==> config.mk <==
export PLATFORM = sky130hd
export DESIGN_NAME = dpsem_host
export DESIGN_NICKNAME = d
export VERILOG_FILES = /design/src/dpsem_pkg.sv /design/src/dpsem_sync.sv /design/src/dpsem_host.sv
export SDC_FILE = /design/constraint.sdc
export NUM_CORES = 1
export LEC_CHECK = 0
export BUFFER_PORTS_ARGS = -buffer_cell sky130_fd_sc_hd__buf_2
export CAP_MARGIN = 20
export CORE_MARGIN = 1
export CORE_UTILIZATION = 48
export DETAILED_ROUTE_END_ITERATION = 8
export GPL_TIMING_DRIVEN = 0
export PLACE_DENSITY = 0.85
export SETUP_SLACK_MARGIN = 0.4
export SLEW_MARGIN = 20
export SYNTH_ARGS = -nofsm -noshare
export SYNTH_HDL_FRONTEND = slang
export SYNTH_SLANG_ARGS = --single-unit
==> constraint.sdc <==
create_clock -name i_mclk -period 2.95 [get_ports i_mclk]
set_clock_uncertainty 0.2 [all_clocks]
set_input_delay 0.1475 -clock i_mclk [delete_from_list [all_inputs] [get_ports i_mclk]]
set_output_delay 0.1475 -clock i_mclk [all_outputs]
set_load 0.005 [all_outputs]
==> src/dpsem_pkg.sv <==
// package: constants and types for the semaphore-port host controller
package dpsem_pkg;
  // ==========================================================================
  // flag space geometry
  localparam int unsigned FLAG_COUNT = 8;
  localparam int unsigned IDX_W      = 3;
  localparam int unsigned DATA_W     = 9;
  // ==========================================================================
  // pin timing, counted in i_mclk cycles
  localparam int unsigned CLK_PERIOD_NS = 10;
  localparam int unsigned SETUP_NS      = 20;
  localparam int unsigned SETUP_CYC     =
    (SETUP_NS + CLK_PERIOD_NS - 1) / CLK_PERIOD_NS;
  localparam int unsigned RECOVER_NS    = 10;
  localparam int unsigned RECOVER_CYC   =
    (RECOVER_NS + CLK_PERIOD_NS - 1) / CLK_PERIOD_NS;
  localparam logic [3:0]  CNT_ZERO      = 4'h0;
  // read path waits out both synchroniser stages before sampling
  localparam logic [3:0]  SYNC_CYC      = 4'h2;
  // ==========================================================================
  // host commands
  typedef enum logic [1:0] {
    DPSEM_CMD_CLAIM,
    DPSEM_CMD_RELEASE,
    DPSEM_CMD_POLL,
    DPSEM_CMD_INIT
  } dpsem_cmd_t;
endpackage : dpsem_pkg

==> src/dpsem_sync.sv <==
// two-flop synchroniser for the data pins read back from the device
`timescale 1ns/100ps
`default_nettype none
module dpsem_sync (
  input  wire logic                       i_mclk,
  input  wire logic                       i_arst_n,
  input  wire logic [dpsem_pkg::DATA_W-1:0] i_async,
  output logic      [dpsem_pkg::DATA_W-1:0] o_sync
);
  import dpsem_pkg::*;
  // ==========================================================================
  // first stage is only read by the second
  logic [DATA_W-1:0] meta_q;
  logic [DATA_W-1:0] sync_q;
  always_ff @(posedge i_mclk or negedge i_arst_n) begin
    if (!i_arst_n) begin
      meta_q <= '0;
      sync_q <= '0;
    end else begin
      meta_q <= i_async;
      sync_q <= meta_q;
    end
  end
  assign o_sync = sync_q;
endmodule : dpsem_sync
`default_nettype wire

==> src/dpsem_host.sv <==
// host controller driving one port of a dual-port semaphore flag space
`timescale 1ns/100ps
`default_nettype none
module dpsem_host (
  input  wire logic                         i_mclk,
  input  wire logic                         i_arst_n,
  input  wire logic                         i_req_valid,
  input  wire dpsem_pkg::dpsem_cmd_t        i_req_cmd,
  input  wire logic [dpsem_pkg::IDX_W-1:0]  i_req_index,
  input  wire logic                         i_retry_until_won,
  output logic                              o_req_ready,
  output logic                              o_done,
  output logic                              o_granted,
  output logic                              o_flag_level,
  input  wire logic [dpsem_pkg::DATA_W-1:0] i_data_in,
  output logic      [dpsem_pkg::DATA_W-1:0] o_data_out,
  output logic      [dpsem_pkg::DATA_W-1:0] o_data_oe,
  output logic [dpsem_pkg::IDX_W-1:0]       o_flag_index_lines,
  output logic                              o_flag_space_select_n,
  output logic                              o_chip_enable_n,
  output logic                              o_write_n,
  output logic                              o_output_enable_n
);
  import dpsem_pkg::*;

  // ==========================================================================
  // states and registers
  typedef enum logic [2:0] {
    ST_IDLE, ST_WRITE, ST_GAP, ST_READ, ST_SAMPLE, ST_DONE
  } dpsem_state_t;

  dpsem_state_t      state_q, state_d;
  dpsem_cmd_t        cmd_q, cmd_d;
  logic [IDX_W-1:0]  idx_q, idx_d;
  logic              retry_q, retry_d;
  logic              wbit_q, wbit_d;
  logic [3:0]        cnt_q, cnt_d;
  logic              ready_q, ready_d;
  logic              done_q, done_d;
  logic              granted_q, granted_d;
  logic              level_q, level_d;
  logic              sel_q, sel_d;
  logic              wr_q, wr_d;
  logic              rd_q, rd_d;
  logic [DATA_W-1:0] rdata;

  dpsem_sync u_sync (
    .i_mclk   (i_mclk),
    .i_arst_n (i_arst_n),
    .i_async  (i_data_in),
    .o_sync   (rdata)
  );

  // flag read: any low bit is taken as zero since the device replicates it
  function automatic logic flag_of(input logic [DATA_W-1:0] d);
    return &d;
  endfunction : flag_of

  // ==========================================================================
  // next-state logic for the access sequencer
  always_comb begin
    state_d   = state_q;
    cmd_d     = cmd_q;
    idx_d     = idx_q;
    retry_d   = retry_q;
    wbit_d    = wbit_q;
    cnt_d     = cnt_q;
    ready_d   = 1'b0;
    done_d    = 1'b0;
    granted_d = granted_q;
    level_d   = level_q;
    sel_d     = 1'b0;
    wr_d      = 1'b0;
    rd_d      = 1'b0;
    unique case (state_q)
      ST_IDLE: begin
        ready_d = 1'b1;
        if (i_req_valid && ready_q) begin
          ready_d = 1'b0;
          cmd_d   = i_req_cmd;
          retry_d = i_retry_until_won;
          // init sweeps every flag from index zero
          idx_d   = (i_req_cmd == DPSEM_CMD_INIT) ? '0 : i_req_index;
          // claim writes zero first, never read-then-write
          wbit_d  = (i_req_cmd == DPSEM_CMD_CLAIM) ? 1'b0 : 1'b1;
          cnt_d   = 4'(SETUP_CYC);
          state_d = (i_req_cmd == DPSEM_CMD_POLL) ? ST_READ : ST_WRITE;
        end
      end
      ST_WRITE: begin
        // select low, write strobe; chip enable stays high
        sel_d = 1'b1;
        wr_d  = 1'b1;
        cnt_d = cnt_q - 4'h1;
        if (cnt_q == CNT_ZERO) begin
          sel_d   = 1'b0;
          wr_d    = 1'b0;
          cnt_d   = 4'(RECOVER_CYC);
          state_d = ST_GAP;
        end
      end
      ST_GAP: begin
        // select released between cycles so the read latch refreshes
        cnt_d = cnt_q - 4'h1;
        if (cnt_q == CNT_ZERO) begin
          cnt_d = 4'(SETUP_CYC);
          if (cmd_q == DPSEM_CMD_INIT && idx_q != IDX_W'(FLAG_COUNT - 1)) begin
            idx_d   = idx_q + IDX_W'(1);
            state_d = ST_WRITE;
          end else if (cmd_q == DPSEM_CMD_CLAIM && !wbit_q) begin
            state_d = ST_READ;
          end else if (cmd_q == DPSEM_CMD_CLAIM) begin
            state_d = ST_DONE; // withdrawn after a failed claim
          end else if (cmd_q == DPSEM_CMD_POLL) begin
            state_d = ST_READ;
          end else begin
            state_d = ST_DONE;
          end
        end
      end
      ST_READ: begin
        sel_d = 1'b1;
        rd_d  = 1'b1;
        cnt_d = cnt_q - 4'h1;
        if (cnt_q == CNT_ZERO) begin
          rd_d    = 1'b1;
          cnt_d   = SYNC_CYC; // two synchroniser stages
          state_d = ST_SAMPLE;
        end
      end
      ST_SAMPLE: begin
        sel_d = 1'b1;
        rd_d  = 1'b1;
        cnt_d = cnt_q - 4'h1;
        if (cnt_q == CNT_ZERO) begin
          sel_d   = 1'b0;
          rd_d    = 1'b0;
          level_d = flag_of(rdata);
          // zero read on our side means we own it
          granted_d = !flag_of(rdata);
          cnt_d     = 4'(RECOVER_CYC);
          if (flag_of(rdata) && cmd_q == DPSEM_CMD_CLAIM && !retry_q) begin
            // failed: withdraw the stale request
            wbit_d  = 1'b1;
            cnt_d   = 4'(SETUP_CYC);
            state_d = ST_WRITE;
          end else if (flag_of(rdata) && cmd_q == DPSEM_CMD_CLAIM) begin
            // stay a claim with the zero still pending, so every gap loops
            // back to another read until the far side lets the flag go
            state_d = ST_GAP; // keep reading
          end else begin
            state_d = ST_DONE;
          end
        end
      end
      ST_DONE: begin
        done_d  = 1'b1;
        if (cmd_q == DPSEM_CMD_RELEASE || cmd_q == DPSEM_CMD_INIT) begin
          granted_d = 1'b0;
          level_d   = 1'b1;
        end
        state_d = ST_IDLE;
      end
    endcase
  end

  // ==========================================================================
  // registers; pins idle deasserted after reset
  always_ff @(posedge i_mclk or negedge i_arst_n) begin
    if (!i_arst_n) begin
      state_q   <= ST_IDLE;
      cmd_q     <= DPSEM_CMD_POLL;
      idx_q     <= '0;
      retry_q   <= 1'b0;
      wbit_q    <= 1'b1;
      cnt_q     <= CNT_ZERO;
      ready_q   <= 1'b0;
      done_q    <= 1'b0;
      granted_q <= 1'b0;
      level_q   <= 1'b1;
      sel_q     <= 1'b0;
      wr_q      <= 1'b0;
      rd_q      <= 1'b0;
    end else begin
      state_q   <= state_d;
      cmd_q     <= cmd_d;
      idx_q     <= idx_d;
      retry_q   <= retry_d;
      wbit_q    <= wbit_d;
      cnt_q     <= cnt_d;
      ready_q   <= ready_d;
      done_q    <= done_d;
      granted_q <= granted_d;
      level_q   <= level_d;
      sel_q     <= sel_d;
      wr_q      <= wr_d;
      rd_q      <= rd_d;
    end
  end

  // ==========================================================================
  // outputs, all straight from flops except the tied-high chip enable
  assign o_req_ready           = ready_q;
  assign o_done                = done_q;
  assign o_granted             = granted_q;
  assign o_flag_level          = level_q;
  // only bit zero matters to the device, the rest follow it
  assign o_data_out            = {DATA_W{wbit_q}};
  assign o_data_oe             = {DATA_W{wr_q}};
  assign o_flag_index_lines    = idx_q;
  assign o_flag_space_select_n = !sel_q;
  assign o_chip_enable_n       = 1'b1; // held high: flag access, not array
  assign o_write_n             = !wr_q;
  assign o_output_enable_n     = !rd_q;
endmodule : dpsem_host
`default_nettype wire

* Word-level counts from Yosys, hierarchy flattened *
Cells that the tools add are included.

cells by class
  reduce and logical (&&, ||, !) cells = 29
  add/subtract/negate cells = 2
  eq/ne operators = 19
  muxes and demuxes = 42

operators with widths
  operator               count
  $mux W3                15
  $pmux W3 S6            1
  $mux W4                4
  $ne A2 B2 Y1 const B   8
  $pmux W4 S4            1
  $mux W1                13
  $pmux W1 S2            5
  $reduce_and A9 Y1      1
  $eq A2 B2 Y1 const B   4
  $reduce_and A4 Y1      2
  $eq A3 B2 Y1 const B   2
  $eq A3 B3 Y1 const B   2
  $logic_not A1 Y1       6
  $pmux W3 S2            1
  $reduce_bool A2 Y1     3
  $logic_and A1 B1 Y1    5
  $reduce_and A5 Y1      1
  $logic_not A2 Y1       2
  $logic_not A4 Y1       1
  $mux W2                2
  $reduce_and A2 Y1      2
  $reduce_bool A4 Y1     1
  $reduce_or A2 Y1       2
  $sub A4 B1 Y4 const B  1
  other kinds (7)        7

word-level totals
  flip-flop bits (word level) = 39
  word-level logic and storage cells = 107
  input port bits = 18
  output and inout port bits = 29

* Depth between registers and ports, before layout *
  depth in word-level cells = 7
  mapped depth = 7
  gate-level depth less buffers = 6

* Cells and area by module *
From an unflattened synthesis, not the netlist that was laid out.

second synthesis, totals
  cell total of the unflattened synthesis = 200
  area, all modules = 1995.7 um2

by module, submodules not included
  module      sequential area each (um2)  cells an instance  times used  area each (um2)
  dpsem_host  529.3                       182                1           1545.2
  dpsem_sync  450.4                       18                 1           450.4

* Worst setup path before layout *
Ideal clock, no wire load.

  path kind = reg2reg
  start point = reg cnt_q[0]
  end point = reg idx_q[1] (netlist: o_flag_index_lines[1])
  required time = 2.625 ns
  path slack = 0.811 ns
  arrival = 1.814 ns
  period minus slack after synthesis = 2.139 ns
  cell stages (with the launch flop) = 8
  setup time = 0.125 ns
  buffers on the path = 1
  cells stage by stage = dfrtp_1 inv_1 ha_1 or3b_1 buf_6 o31ai_4 nand3_4 mux2_4

between the ends
  word-level cells in the longest chain between the ends = 3

RTL lines
  element                             RTL line           source
  start, declared                     dpsem_host.sv:37   logic [3:0] cnt_q, cnt_d;
  start signal, assigned              dpsem_host.sv:190  cnt_q <= cnt_d;
  $logic_not A4 Y1                    dpsem_host.sv:105  if (cnt_q == CNT_ZERO) begin
  $ne A2 B2 Y1 (no source line)       -
  $reduce_and A4 Y1 (no source line)  -
  end signal, assigned                dpsem_host.sv:187  idx_q <= idx_d;
  end, declared                       dpsem_host.sv:34   logic [IDX_W-1:0] idx_q, idx_d;

No other way between the ends.
A chain may end at the register's enable or synchronous reset.

* Final worst setup path *
  start point = reg cnt_q[0]
  end point = reg idx_q[2] (netlist: o_flag_index_lines[2])

Same word-level chain as after synthesis.

==> results.md <==
- Run status: finished, final reports clean
- Arr. time, crit path: roughly 2.3 ns
- Seq pwr share: 38.2%
- Initial core utilization: 51.1%
- Worst Tran Pin Value: a little under 0.9 ns
- Sw Pwr: 738 µW
- Synthesized area: around 1900 µm²
- Sequential share of the synthesized area: 51.6%
- Total die area: around 4200 µm²
- Worst hold path type: in2reg
- H-tree depth: 2
- Crit path required time: about 2.9 ns
- Hpwl dp: around 2600 µm
- Period utilisation layout: between 70% and 80%
- Crit Path Max Fanout: 7
- Largest net degree at the start of global routing: 40
- Nets: 267
- Number of different library cells in the post-synthesis netlist: 46
- Finished Layout Cells: between 200 and 300
- Maximum buffer depth of the clock tree: 2
- Primary FF master, synth: dfrtp_1
- Initial antenna violation count: 0
- Final hold violation count: 0
- Number of synthesized flops with an enable pin: 0
- Clock sink count: 39
- Mapped Cells: between 150 and 200
- Via count: between 1000 and 1500
- Crit path launch type: register
- Routed len/inst: around 13 µm
- Avg Cell Area, Syn: ~11 µm²
- Power share of the combinational group: a little over two fifths
- Total Routed Length: between 3000 and 4000 µm
- DRC: 0
- Remaining global-route overflow: 0
- Async set or reset register ratio after synthesis: 100%
- Setup CP Type: reg2reg
- Ratio of cells with drive above 1 in the final layout: between 30% and 40%
- Core Rows: 22
- IO Count: 47
- Routability cong.: around 0.87
- GRT Overall Usage: between 10% and 20%
- Flops & latches, synth: 39
- Max-slew headroom: between 40% and 50%
- Worst skew pair latency: 0.30 ns
- Area grow syn2layout: 27.1%
- Syn. warnings: 0
- Initial DRC Count: 65
- Post-Synthesis Net Count: between 200 and 250
- Placed insts: roughly 270
- Most numerous cell in the Yosys netlist: dfrtp_1
- Die width: between 60 and 70 µm
- Post-CTS Resized: 0
- Number of port buffers: 45
- Peak supply drop: ~0.54 mV
- Leading cell types by count after synthesis: 36 x dfrtp_1, 19 x buf_4, 13 x nand2_1, 12 x a21oi_1, 12 x inv_1
- Clk slew on worst S/H paths: about 0.080 ns
- Fmax achieved: around 0.44 GHz
- Switching share of power: between 30% and 40%
- Area contributors post-synth: dfrtp_1 47%, buf_4 7.5%, dfstp_2 4.2%
- Max Slew Vio Count: 0
- Power share of the clock group: 18.2%
- CTS Buf Count: 5
- Drt via density: 5.01
- Die H: 64.9 µm
- Detailed Routing Iterations Pass 1: 4
- Unrepaired setup endpoints after global routing: false
- # fillers: 288
- Setup TNS: 0 ns
- Antenna-violating nets left: 0
- Vias in the first global route: 1391
- First-pass GRT wire length: about 6200 µm
- Static Leakage: 1.18 nW
- Final setup vio count: 0
- Diodes inserted: 0
- Synth top area share: between 40 and 50%
- TritonCTS clock tree: yes
- Core Box Area: ~3700 µm²
- P_int: 1.34 mW
- Setup crit end kind: register
- Root Driver: clkbuf_8
- Fin crit period: roughly 2.3 ns
- Area leader, netlist: dfrtp_1
- Max-cap viol count: 0
- Pwr/cell area: 860 nW/µm²
cells by family after synthesis:
logic type | after synthesis | share of synthesized area (%)
flops | 39 | 51.6
fa+ha+maj | 4 | 2.64
compound gates | 38 | 14.2
xor+xnor | 1 | 0.462
mux | 5 | 3.36
simple gates | 54 | 15.8
other cells | 1 | 0.198
buf+inv | 38 | 11.8
through the flow:
step	utilization, %	total power [mW]	area (µm²)	hold WS (ns)	setup WS (ns)
after floorplan	-	1.41	1900	-0.348	0.811
after global placement	58.8	1.65	2180	0.0549	0.690
after detailed placement	58.8	1.69	2180	0.0568	0.671
after CTS	64.9	2.08	2410	0.00159	0.661
after global routing	64.9	2.23	2410	0.0350	0.567
final	64.9	2.07	2410	0.00474	0.658
power by group through the flow:
stage | clock [mW] | combinational, mW | sequential, mW
global placement | 0 | 0.853 | 0.794
global route | 0.410 | 1.01 | 0.810
detailed placement | 0 | 0.888 | 0.801
CTS | 0.388 | 0.905 | 0.792
floorplan | 0 | 0.634 | 0.777
finish | 0.378 | 0.904 | 0.792
critical path, cell delays in order, from the launching register on:
cell and delay [ns]:
dfrtp_1 0.41, inv_1 0.15, ha_1 0.20, or3b_1 0.37, buf_6 0.15, o31ai_4 0.27
nand3_4 0.13, mux2_4 0.31
sequential cells by signal (all words and copies together) (netlist names):
signal	cells
u_sync.meta_q	9
u_sync.o_sync	9
cnt_q	4
o_flag_index_lines	3
state_q	3
cmd_q	2
o_done	1
o_flag_level	1
o_granted	1
o_req_ready	1
rd_q	1
retry_q	1
sel_q	1
wbit_q	1
wr_q	1
layout by cell type, fill, tap and decap left out, types with 2 or more instances in the layout:
| cell type | synthesis | final |
|---|---|---|
| and2_1 | 2 | 2 |
| clkbuf_8 | 0 | 6 |
| o211ai_1 | 3 | 3 |
| mux2_4 | 2 | 2 |
| nand3_1 | 6 | 6 |
| buf_4 | 19 | 19 |
| buf_2 | 2 | 47 |
| o22ai_1 | 2 | 2 |
| nand2_1 | 13 | 13 |
| a21o_1 | 3 | 3 |
| ha_1 | 4 | 4 |
| a2bb2oi_1 | 2 | 2 |
| dlygate4sd3_1 | 0 | 13 |
| nand2b_1 | 4 | 4 |
| mux2_2 | 3 | 3 |
| inv_1 | 12 | 12 |
| or3b_1 | 2 | 2 |
| o21ai_0 | 5 | 5 |
| dfstp_2 | 3 | 3 |
| a21oi_1 | 12 | 12 |
| nor2b_1 | 4 | 4 |
| dfrtp_1 | 36 | 36 |
| nor2_1 | 9 | 9 |
| clkbuf_1 | 4 | 4 |
| nor3_1 | 5 | 5 |
per-layer routing:
layer	global-route usage, %	vias up	wire [µm]	share of wire [%]
li1	-	726	-	-
met4	8.33	0	79	2.1
met1	23.4	703	1550	42
met3	4.75	7	139	3.8
met2	33.9	36	1940	52
met5	0	-	0	0
final cells by class:
type | instances | area [µm²] | share of cell area [%]
tap | 48 | 60.1 | 2.49
clock buffer | 6 | 82.6 | 3.42
buffer | 26 | 179 | 7.42
multi-input combinational | 103 | 694 | 28.8
sequential | 39 | 980 | 40.6
clock inverter | 2 | 16.3 | 0.674
timing repair buffer | 58 | 355 | 14.7
inverter | 12 | 45.0 | 1.87
worst paths after layout:
check / from / end / slack [ns] / cells past startpoint
worst max-delay path: cnt_q[0]$_DFFE_PN0P_ / o_flag_index_lines[2]$_DFFE_PN0P_ / 0.66 / 7
worst min-delay path: i_req_index[1] / o_flag_index_lines[1]$_DFFE_PN0P_ / 0.005 / 4
worst max register to register: cnt_q[0]$_DFFE_PN0P_ / o_flag_index_lines[2]$_DFFE_PN0P_ / 0.66 / 7
worst min register to register: u_sync.meta_q[3]$_DFF_PN0_ / u_sync.o_sync[3]$_DFF_PN0_ / 0.15 / 0
max in group asynchronous: i_arst_n / o_flag_index_lines[0]$_DFFE_PN0P_ / 1.74 / 2
min in group asynchronous: i_arst_n / cmd_q[0]$_DFFE_PN0P_ / 0.29 / 2
timing repair:
item | 4_1_cts | 5_1_grt
setup buffers | 0 | 0
hold buffers | 13 | 0
hold endpoints to repair | 48 | 0
Power figures use the tool's default switching activity.
